--- src/hdl/eocr_pkg.sv ---
/*
 * Shared constants for the maintenance-channel address relay: address codes,
 * message code of the hold state, buffer depth and discovery figures.
 * Assumes the address field travels as three serial slot bits per multiframe.
 */
package eocr_pkg;

    // ------------------------------------------------------------------
    // Address field
    // ------------------------------------------------------------------
    localparam int       ADDR_W      = 3;
    localparam int       MSG_W       = 8;
    localparam logic [2:0] ADDR_NT     = 3'h0;   // Terminal end, always zero
    localparam logic [2:0] ADDR_FIRST  = 3'h1;   // Element nearest the switch
    localparam logic [2:0] ADDR_DN_LO  = 3'h2;   // Lowest address decremented
    localparam logic [2:0] ADDR_DN_HI  = 3'h6;   // Highest address decremented
    localparam logic [2:0] ADDR_UP_HI  = 3'h5;   // Highest address incremented
    localparam logic [2:0] ADDR_BCAST  = 3'h7;   // Broadcast
    localparam logic [2:0] ADDR_MAXEL  = 3'h6;   // Most elements on a line

    // ------------------------------------------------------------------
    // Message codes and sizing
    // ------------------------------------------------------------------
    localparam logic [7:0] HOLD_CODE   = 8'h55;  // Default hold-state code
    localparam int       FIFO_DEPTH  = 8;
    localparam logic [1:0] DISC_MATCH  = 2'h3;   // Identical replies to stop

    // Slot order is first, second, third; the third slot is the lsb
    function automatic logic [2:0] addr_of(input logic first, input logic second, input logic third);
        return {first, second, third};
    endfunction

endpackage

--- src/hdl/eocr_link_if.sv ---
/*
 * Link between the network end and the relaying element: one downstream
 * and one upstream multiframe address field plus message, valid/ready each.
 * Assumes both ends run on the same clock; no clocking block.
 */
`timescale 1ns/1ps
interface eocr_link_if #(parameter int MSG_W = 8);

    // Downstream, network toward terminal
    logic             dn_valid;
    logic             dn_ready;
    logic             dn_addr_slot_first;
    logic             dn_addr_slot_second;
    logic             dn_addr_slot_third;
    logic [MSG_W-1:0] dn_msg;
    // Upstream, terminal toward network
    logic             up_valid;
    logic             up_ready;
    logic             up_addr_slot_first;
    logic             up_addr_slot_second;
    logic             up_addr_slot_third;
    logic [MSG_W-1:0] up_msg;

    modport net (
        output dn_valid, dn_addr_slot_first, dn_addr_slot_second, dn_addr_slot_third, dn_msg, up_ready,
        input  dn_ready, up_valid, up_addr_slot_first, up_addr_slot_second, up_addr_slot_third, up_msg
    );
    modport elem (
        input  dn_valid, dn_addr_slot_first, dn_addr_slot_second, dn_addr_slot_third, dn_msg, up_ready,
        output dn_ready, up_valid, up_addr_slot_first, up_addr_slot_second, up_addr_slot_third, up_msg
    );

endinterface

--- src/hdl/eocr_elem.sv ---
/*
 * Relaying element end: a frame buffer and the address relay that acts
 * either as an intermediate element or as the terminal end.
 * Assumes the network end drives the link interface and a local maintenance
 * unit executes pulses on o_exec and feeds terminal-side upstream frames.
 */
// Behaviour
// - Downstream addresses 2..6 decrement, then forward
// - Downstream address 1 executes and answers upstream
// - Own answer overwrites next terminal answer upstream
// - After address 1, forward broadcast with hold
// - Upstream addresses 1..5 increment, then forward
// - Address in three slots, third is lsb
// - Address 0 passes untouched, no action
// - Broadcast executes and passes with address kept
// - Broadcast: neither terminal nor elements acknowledge; elements relay
// - Terminal executes only addresses 0 and 7
// - Terminal answers 1..6 with address 0 hold
// - Network numbers elements relatively, terminal zero
// - Network discovers chain by stepping hold probes
// - Shared functions reuse identical message codes
`timescale 1ns/1ps

// ----------------------------------------------------------------------
// Frame buffer
// ----------------------------------------------------------------------
module eocr_fifo #(
    parameter int WIDTH = 11,
    parameter int DEPTH = 8
) (
    // Clock and reset
    input  wire logic             i_clock,
    input  wire logic             i_reset_n,
    // Filling side
    input  wire logic             i_in_valid,
    input  wire logic [WIDTH-1:0] i_in_data,
    output logic                  o_in_ready,
    // Draining side
    output logic                  o_out_valid,
    output logic      [WIDTH-1:0] o_out_data,
    input  wire logic             i_out_ready
);
    localparam int PW = $clog2(DEPTH);

    logic [WIDTH-1:0] mem [DEPTH];
    logic [PW-1:0]    wr_ptr;
    logic [PW-1:0]    rd_ptr;
    logic [PW:0]      count;
    logic [PW:0]      next_count;
    wire              push = i_in_valid && o_in_ready;
    wire              pop  = o_out_valid && i_out_ready;

    // Ready and valid are registered so the link sees clean flop outputs
    assign next_count = count + (PW+1)'(push) - (PW+1)'(pop);
    assign o_out_data = mem[rd_ptr];

    // Storage, no reset needed on data
    always_ff @(posedge i_clock) begin
        if (push) begin
            mem[wr_ptr] <= i_in_data;
        end
    end

    // Pointers and occupancy
    always_ff @(posedge i_clock) begin
        if (!i_reset_n) begin
            wr_ptr      <= '0;
            rd_ptr      <= '0;
            count       <= '0;
            o_in_ready  <= 1'b0;
            o_out_valid <= 1'b0;
        end else begin
            wr_ptr      <= push ? PW'((wr_ptr + 1'b1) % DEPTH) : wr_ptr;
            rd_ptr      <= pop ? PW'((rd_ptr + 1'b1) % DEPTH) : rd_ptr;
            count       <= next_count;
            o_in_ready  <= next_count < (PW+1)'(DEPTH);
            o_out_valid <= next_count != '0;
        end
    end
endmodule

// ----------------------------------------------------------------------
// Address relay
// ----------------------------------------------------------------------
module eocr_elem #(
    parameter int               MSG_W      = eocr_pkg::MSG_W,
    parameter logic [MSG_W-1:0] HOLD_MSG   = eocr_pkg::HOLD_CODE,
    parameter int               FIFO_DEPTH = eocr_pkg::FIFO_DEPTH
) (
    // Clock and reset
    input  wire logic             i_clock,
    input  wire logic             i_reset_n,
    // Static mode: high for terminal end, low for intermediate element
    input  wire logic             i_nt_mode,
    // Network-facing link
    eocr_link_if.elem             link,
    // Downstream toward the terminal side
    output logic                  o_dn_valid,
    output logic            [2:0] o_dn_addr,
    output logic      [MSG_W-1:0] o_dn_msg,
    input  wire logic             i_dn_ready,
    // Upstream from the terminal side
    input  wire logic             i_up_valid,
    input  wire logic       [2:0] i_up_addr,
    input  wire logic [MSG_W-1:0] i_up_msg,
    output logic                  o_up_ready,
    // Local execution
    output logic                  o_exec,
    output logic      [MSG_W-1:0] o_exec_msg
);
    localparam int FW = 3 + MSG_W;

    logic             q_valid;
    logic [FW-1:0]    q_data;
    logic             q_in_ready;
    logic             take;
    logic             resp_pend;
    logic [MSG_W-1:0] resp_msg;
    logic             hold_pend;
    logic             in_valid;
    logic       [2:0] in_addr;
    logic [MSG_W-1:0] in_msg;
    logic             up_valid;
    logic       [2:0] up_addr;
    logic [MSG_W-1:0] up_msg;

    // Incoming multiframes wait here so a busy terminal side stalls the link
    eocr_fifo #(.WIDTH(FW), .DEPTH(FIFO_DEPTH)) u_fifo (
        .i_clock     (i_clock),
        .i_reset_n   (i_reset_n),
        .i_in_valid  (link.dn_valid),
        .i_in_data   ({eocr_pkg::addr_of(link.dn_addr_slot_first, link.dn_addr_slot_second,
                                         link.dn_addr_slot_third), link.dn_msg}),
        .o_in_ready  (q_in_ready),
        .o_out_valid (q_valid),
        .o_out_data  (q_data),
        .i_out_ready (take)
    );
    assign link.dn_ready = q_in_ready;

    // Downstream decode of the buffered head
    wire       [2:0] h_addr    = q_data[FW-1:MSG_W];
    wire [MSG_W-1:0] h_msg     = q_data[MSG_W-1:0];
    wire             h_zero    = h_addr == eocr_pkg::ADDR_NT;
    wire             h_bcast   = h_addr == eocr_pkg::ADDR_BCAST;
    wire             h_one     = h_addr == eocr_pkg::ADDR_FIRST;
    wire             h_dec     = h_addr >= eocr_pkg::ADDR_DN_LO && h_addr <= eocr_pkg::ADDR_DN_HI;
    wire             nt_hold   = i_nt_mode && !(h_zero || h_bcast);
    wire             dn_free   = !o_dn_valid || i_dn_ready;
    // A second address-1 frame waits until the first answer has gone out
    assign           take      = q_valid && (i_nt_mode ? !(nt_hold && hold_pend)
                                                       : dn_free && !(h_one && resp_pend));
    wire             exec_now  = take && (i_nt_mode ? (h_zero || h_bcast)
                                                    : (h_one || h_bcast));
    wire             resp_set  = take && !i_nt_mode && h_one;
    wire       [2:0] fwd_addr  = h_one ? eocr_pkg::ADDR_BCAST
                               : h_dec ? h_addr - 3'h1 : h_addr;
    wire [MSG_W-1:0] fwd_msg   = h_one ? HOLD_MSG : h_msg;

    // Upstream selection: terminal hold reply beats relayed frames
    wire             up_free   = !up_valid || link.up_ready;
    wire             emit_hold = hold_pend && up_free;
    wire             emit_usr  = !emit_hold && in_valid && up_free;
    wire             replace   = emit_usr && resp_pend && !i_nt_mode;
    wire             in_inc    = !i_nt_mode && in_addr >= eocr_pkg::ADDR_FIRST
                                 && in_addr <= eocr_pkg::ADDR_UP_HI;
    wire       [2:0] usr_addr  = replace ? eocr_pkg::ADDR_FIRST
                               : in_inc ? in_addr + 3'h1 : in_addr;
    wire [MSG_W-1:0] usr_msg   = replace ? resp_msg : in_msg;
    wire             next_in   = (in_valid && !emit_usr) || (i_up_valid && o_up_ready);

    assign link.up_valid           = up_valid;
    assign link.up_addr_slot_first  = up_addr[2];
    assign link.up_addr_slot_second = up_addr[1];
    assign link.up_addr_slot_third  = up_addr[0];
    assign link.up_msg             = up_msg;

    // Downstream output stage and execute pulse
    always_ff @(posedge i_clock) begin
        if (!i_reset_n) begin
            o_dn_valid <= 1'b0;
            o_dn_addr  <= 3'h0;
            o_dn_msg   <= '0;
            o_exec     <= 1'b0;
            o_exec_msg <= '0;
        end else begin
            o_dn_valid <= (take && !i_nt_mode) || (o_dn_valid && !i_dn_ready);
            o_dn_addr  <= (take && !i_nt_mode) ? fwd_addr : o_dn_addr;
            o_dn_msg   <= (take && !i_nt_mode) ? fwd_msg : o_dn_msg;
            o_exec     <= exec_now;
            o_exec_msg <= exec_now ? h_msg : o_exec_msg;
        end
    end

    // Pending answers; a new set wins over the clear in the same cycle
    always_ff @(posedge i_clock) begin
        if (!i_reset_n) begin
            resp_pend <= 1'b0;
            resp_msg  <= '0;
            hold_pend <= 1'b0;
        end else begin
            resp_pend <= resp_set || (resp_pend && !replace);
            resp_msg  <= resp_set ? h_msg : resp_msg;                                    // echo as answer
            hold_pend <= (take && nt_hold) || (hold_pend && !emit_hold);
        end
    end

    // Terminal-side input stage keeps o_up_ready a flop output
    always_ff @(posedge i_clock) begin
        if (!i_reset_n) begin
            in_valid   <= 1'b0;
            in_addr    <= 3'h0;
            in_msg     <= '0;
            o_up_ready <= 1'b0;
        end else begin
            in_valid   <= next_in;
            in_addr    <= (i_up_valid && o_up_ready) ? i_up_addr : in_addr;
            in_msg     <= (i_up_valid && o_up_ready) ? i_up_msg : in_msg;
            o_up_ready <= !next_in;
        end
    end

    // Upstream output stage
    always_ff @(posedge i_clock) begin
        if (!i_reset_n) begin
            up_valid <= 1'b0;
            up_addr  <= 3'h0;
            up_msg   <= '0;
        end else if (emit_hold) begin
            up_valid <= 1'b1;
            up_addr  <= eocr_pkg::ADDR_NT;
            up_msg   <= HOLD_MSG;
        end else if (emit_usr) begin
            up_valid <= 1'b1;
            up_addr  <= usr_addr;
            up_msg   <= usr_msg;
        end else if (link.up_ready) begin
            up_valid <= 1'b0;
        end
    end
endmodule

--- src/flat_wrapper.sv ---
// flat-port wrapper written by rule: the top's interface ports become plain ports
module eocr_elem_flat 
#(
    parameter int               MSG_W      = eocr_pkg::MSG_W,
    parameter logic [MSG_W-1:0] HOLD_MSG   = eocr_pkg::HOLD_CODE,
    parameter int               FIFO_DEPTH = eocr_pkg::FIFO_DEPTH
)
  (i_clock, i_reset_n, i_nt_mode, o_dn_valid, o_dn_addr, o_dn_msg, i_dn_ready, i_up_valid, i_up_addr, i_up_msg, o_up_ready, o_exec, o_exec_msg, link_dn_valid, link_dn_addr_slot_first, link_dn_addr_slot_second, link_dn_addr_slot_third, link_dn_msg, link_up_ready, link_dn_ready, link_up_valid, link_up_addr_slot_first, link_up_addr_slot_second, link_up_addr_slot_third, link_up_msg);
  eocr_link_if #(.MSG_W(MSG_W)) link_i ();
  input  wire logic i_clock;
  input  wire logic i_reset_n;
  input  wire logic i_nt_mode;
  output logic o_dn_valid;
  output logic            [2:0] o_dn_addr;
  output logic      [MSG_W-1:0] o_dn_msg;
  input  wire logic i_dn_ready;
  input  wire logic i_up_valid;
  input  wire logic       [2:0] i_up_addr;
  input  wire logic [MSG_W-1:0] i_up_msg;
  output logic o_up_ready;
  output logic o_exec;
  output logic      [MSG_W-1:0] o_exec_msg;
  input wire logic [$bits(link_i.dn_valid)-1:0] link_dn_valid;
  input wire logic [$bits(link_i.dn_addr_slot_first)-1:0] link_dn_addr_slot_first;
  input wire logic [$bits(link_i.dn_addr_slot_second)-1:0] link_dn_addr_slot_second;
  input wire logic [$bits(link_i.dn_addr_slot_third)-1:0] link_dn_addr_slot_third;
  input wire logic [$bits(link_i.dn_msg)-1:0] link_dn_msg;
  input wire logic [$bits(link_i.up_ready)-1:0] link_up_ready;
  output wire logic [$bits(link_i.dn_ready)-1:0] link_dn_ready;
  output wire logic [$bits(link_i.up_valid)-1:0] link_up_valid;
  output wire logic [$bits(link_i.up_addr_slot_first)-1:0] link_up_addr_slot_first;
  output wire logic [$bits(link_i.up_addr_slot_second)-1:0] link_up_addr_slot_second;
  output wire logic [$bits(link_i.up_addr_slot_third)-1:0] link_up_addr_slot_third;
  output wire logic [$bits(link_i.up_msg)-1:0] link_up_msg;
  assign link_i.dn_valid = link_dn_valid;
  assign link_i.dn_addr_slot_first = link_dn_addr_slot_first;
  assign link_i.dn_addr_slot_second = link_dn_addr_slot_second;
  assign link_i.dn_addr_slot_third = link_dn_addr_slot_third;
  assign link_i.dn_msg = link_dn_msg;
  assign link_i.up_ready = link_up_ready;
  assign link_dn_ready = link_i.dn_ready;
  assign link_up_valid = link_i.up_valid;
  assign link_up_addr_slot_first = link_i.up_addr_slot_first;
  assign link_up_addr_slot_second = link_i.up_addr_slot_second;
  assign link_up_addr_slot_third = link_i.up_addr_slot_third;
  assign link_up_msg = link_i.up_msg;
  eocr_elem #(.MSG_W(MSG_W), .HOLD_MSG(HOLD_MSG), .FIFO_DEPTH(FIFO_DEPTH)) u_core (.i_clock(i_clock), .i_reset_n(i_reset_n), .i_nt_mode(i_nt_mode), .link(link_i), .o_dn_valid(o_dn_valid), .o_dn_addr(o_dn_addr), .o_dn_msg(o_dn_msg), .i_dn_ready(i_dn_ready), .i_up_valid(i_up_valid), .i_up_addr(i_up_addr), .i_up_msg(i_up_msg), .o_up_ready(o_up_ready), .o_exec(o_exec), .o_exec_msg(o_exec_msg));
endmodule
--- config.mk ---
export PLATFORM = sky130hd
export DESIGN_NAME = eocr_elem_flat
export DESIGN_NICKNAME = d
export VERILOG_FILES = /design/src/hdl/eocr_pkg.sv /design/src/hdl/eocr_link_if.sv /design/src/hdl/eocr_elem.sv /design/src/flat_wrapper.sv
export SDC_FILE = /design/constraint.sdc
export NUM_CORES = 1
export LEC_CHECK = 0
export ABC_CLOCK_PERIOD_IN_PS = 8700
export BUFFER_PORTS_ARGS = -buffer_cell sky130_fd_sc_hd__buf_4
export CORE_ASPECT_RATIO = 0.5
export CORE_MARGIN = 2
export CORE_UTILIZATION = 45
export DETAILED_ROUTE_END_ITERATION = 8
export GPL_TIMING_DRIVEN = 0
export HOLD_SLACK_MARGIN = 0.03
export PLACE_DENSITY_LB_ADDON = 0.08
export SYNTH_ARGS = -nofsm -noshare
export SYNTH_HDL_FRONTEND = slang
export SYNTH_SLANG_ARGS = --single-unit
--- constraint.sdc ---
create_clock -name i_clock -period 8.7 [get_ports i_clock]
set_clock_uncertainty 0.2 [all_clocks]
set_input_delay 1.74 -clock i_clock [delete_from_list [all_inputs] [get_ports i_clock]]
set_output_delay 1.74 -clock i_clock [all_outputs]
set_load 0.01 [all_outputs]
==> metrics.cfg <==
[die]
ios = 64
dieArea_sq_um = 15870
start_util_pct = 46.09
core_sq_um = 14470
die_h_um = 90.08
fp.dieW_um = 176.1
fp-row-count = 31

[worst_setup_path]
arrival_ps = 4610
criticalPathCategory = input pin to register
cp-start-kind = input pin
critPathCaptureType = register
crit_required_ps = 8790
crit_fanout = 10

[drt]
routedWlPerCell_um = 18.51
vias_per_cell = 5.468
ant_nets = 0
wl_mm = 14.79
firstDrtPassIters = 5
drtIter0Drc = 322
drc = 0
vias = 4369

[place]
placed_cell_area_sq_um = 7421
dp_hpwl_mm = 9.885
dp.cells = 767
pre_cts_ws_ps = 3728
place.gp.congestion = 0.7541
portBuffers = 63

[pwr]
power_mw = 2.429
ir_worst_vdd_mv = 0.1977
p_leak_nw = 2.999
p_per_area_nw_per_um2 = 303.4

[logic_synthesis]
synth.top_cell.area_share_pct = 39.63
async_flop_share_pct = 0
synth_edf_count = 88
synth_area_leaders = edfxtp_1 40%, dfxtp_1 21%, mux4_1 5.5%
ys_seq_area_share_pct = 60.95
yosysWarnings = 0
syn-num-nets = 545
synth_ff_type = edfxtp_1
synth.avg_cell_area_sq_um = 13.23
synthCells = 504
synth_area_leader_cell = edfxtp_1
synth-seq-cells = 159
synth.distinct_cells = 58
syn_area_sq_um = 6668

[layout]
fin_nets = 629
design_area_sq_um = 8008
final_util_pct = 55.35
synthToLayoutAreaGrowth_pct = 20.10
fin_cells = 799
drive_above_1_share_pct = 22.13
mostFrequentLayoutCells = 88 x edfxtp_1, 71 x dfxtp_1, 63 x buf_4
diodes = 0
layout_commonest_cell = edfxtp_1

[clocking]
clk_latency_ps = 430
clkTransAtPathRegs_ps = 70
holdBufCountCts = 0
cts_sinks = 159
cts_made_buffers = 17
postCtsSetupBuffers = 0
cts.htree.levels = 4
cts_tree = built
ctsResizeCount = 0
clockRootBuffer = clkbuf_16
clockBufferDepth = 2

[worst_hold_path]
min_path_type = register to register

[timing]
period_share_pct = 51.88
drv_slew = 0
setup_viol = 0
relSlewSlack_pct = 4.901
min_period_ps = 4513
timing.final.ws_setup_ps = 4187
hold_slack_ps = 259.1
fmax_ghz = 0.2216
final-hold-violation-count = 0
tightest_slew_ps = 1421
rsz0062_at_grt = no
finalSetupTns_ps = 0

[global_route]
overflow = 0
grt_pass1_wl_mm = 23.32
grt.total_usage_pct = 19.59
antenna_found_initial = 0
grt_pass1_vias = 4193
grt_max_degree = 19

[flow_run]
maxCapViolations = 0

[run_status]
status = finished clean

-- flip-flops by register name, indices dropped and copies added, names as in the netlist, named ones only --
signal / count
u_core.link.up_msg: 8
u_core.o_exec_msg: 8
u_core.u_fifo.mem: 88
u_core.o_up_ready: 1
u_core.in_msg: 8
u_core.hold_pend: 1
u_core.in_addr: 3
u_core.o_exec: 1
u_core.o_dn_msg: 8
u_core.u_fifo.wr_ptr: 3
u_core.o_dn_valid: 1
u_core.u_fifo.count: 4
u_core.resp_msg: 8
u_core.link.up_valid: 1
u_core.u_fifo.rd_ptr: 3
u_core.u_fifo.o_out_valid: 1
u_core.up_addr: 3
u_core.o_dn_addr: 3
u_core.u_fifo.o_in_ready: 1
u_core.in_valid: 1
u_core.resp_pend: 1
-- critical path, stage by stage --
cell and delay (ps):
buf_4 90, clkbuf_1 320, nand2_1 160, nor4_2 580
nor3_1 170, xnor2_1 190, ha_1 180, inv_1 50
fa_1 370, xor2_1 160, nor2_1 60, or4_1 510
-- routing by layer --
layer,vias to the layer above,track usage [%],part of all wire [%]
met5,-,0,0
met4,0,4.821,0.83
met3,12,4.738,5.0
met2,102,30.36,45
met1,2150,27.87,49
li1,2105,-,-
-- final cells by class --
cell class / count / area, sq um
fillers: 1235 / 6460
flip-flops and latches: 159 / 4064
multi-input cells: 309 / 2434
repair buffers: 65 / 495.5
clock buffers: 17 / 425.4
well taps: 198 / 247.7
clock inverters: 15 / 161.4
plain buffers: 22 / 127.6
inverters: 14 / 52.55
-- where the power goes --
part,leakage [nW],internal (mW),switching [mW]
combinational,1.34,0.347,0.420
clock,0.281,0.385,0.350
sequential,1.38,0.875,0.0536
-- cell usage after synthesis, types with 3 or more instances --
cell and count:
xnor2_1 3, a22o_1 4, o211a_1 5, nand2_1 41, o31ai_1 3, or3_1 7, mux4_1 14, a31oi_1 10
ha_1 11, nor2_1 29, and2_1 6, nand3_1 9, mux2_2 8, a21o_1 3, o21ai_0 12, buf_2 4
inv_1 11, or4_1 3, a211oi_1 18, nor2b_1 4, a21oi_1 39, dfxtp_1 71, nand2b_1 8, mux2i_1 22
mux4_2 6, edfxtp_1 88, nor3_1 11, clkbuf_1 14
-- path summary, 6_finish.rpt --
path / from / end / slack [ps] / cells after the start
worst max-delay path: i_nt_mode / u_core.u_fifo.o_out_valid / 4190 / 12
worst min-delay path: u_core.in_msg[6] / u_core.in_msg[6] / 260 / 2
worst max register to register: register / u_core.u_fifo.o_out_valid / 4280 / 15
worst min register to register: u_core.in_msg[6] / u_core.in_msg[6] / 260 / 2
-- cell families after synthesis --
kind of cell,synth area share [%]
flip-flops,60.95
AND/OR/NAND/NOR,8.876
AO/OA/AOI/OAI,11.58
multiplexers,12.87
buffers and inverters,2.702
adder cells (fa/ha/maj),2.364
XOR/XNOR,0.6569
(Power assumes the default switching activity.)
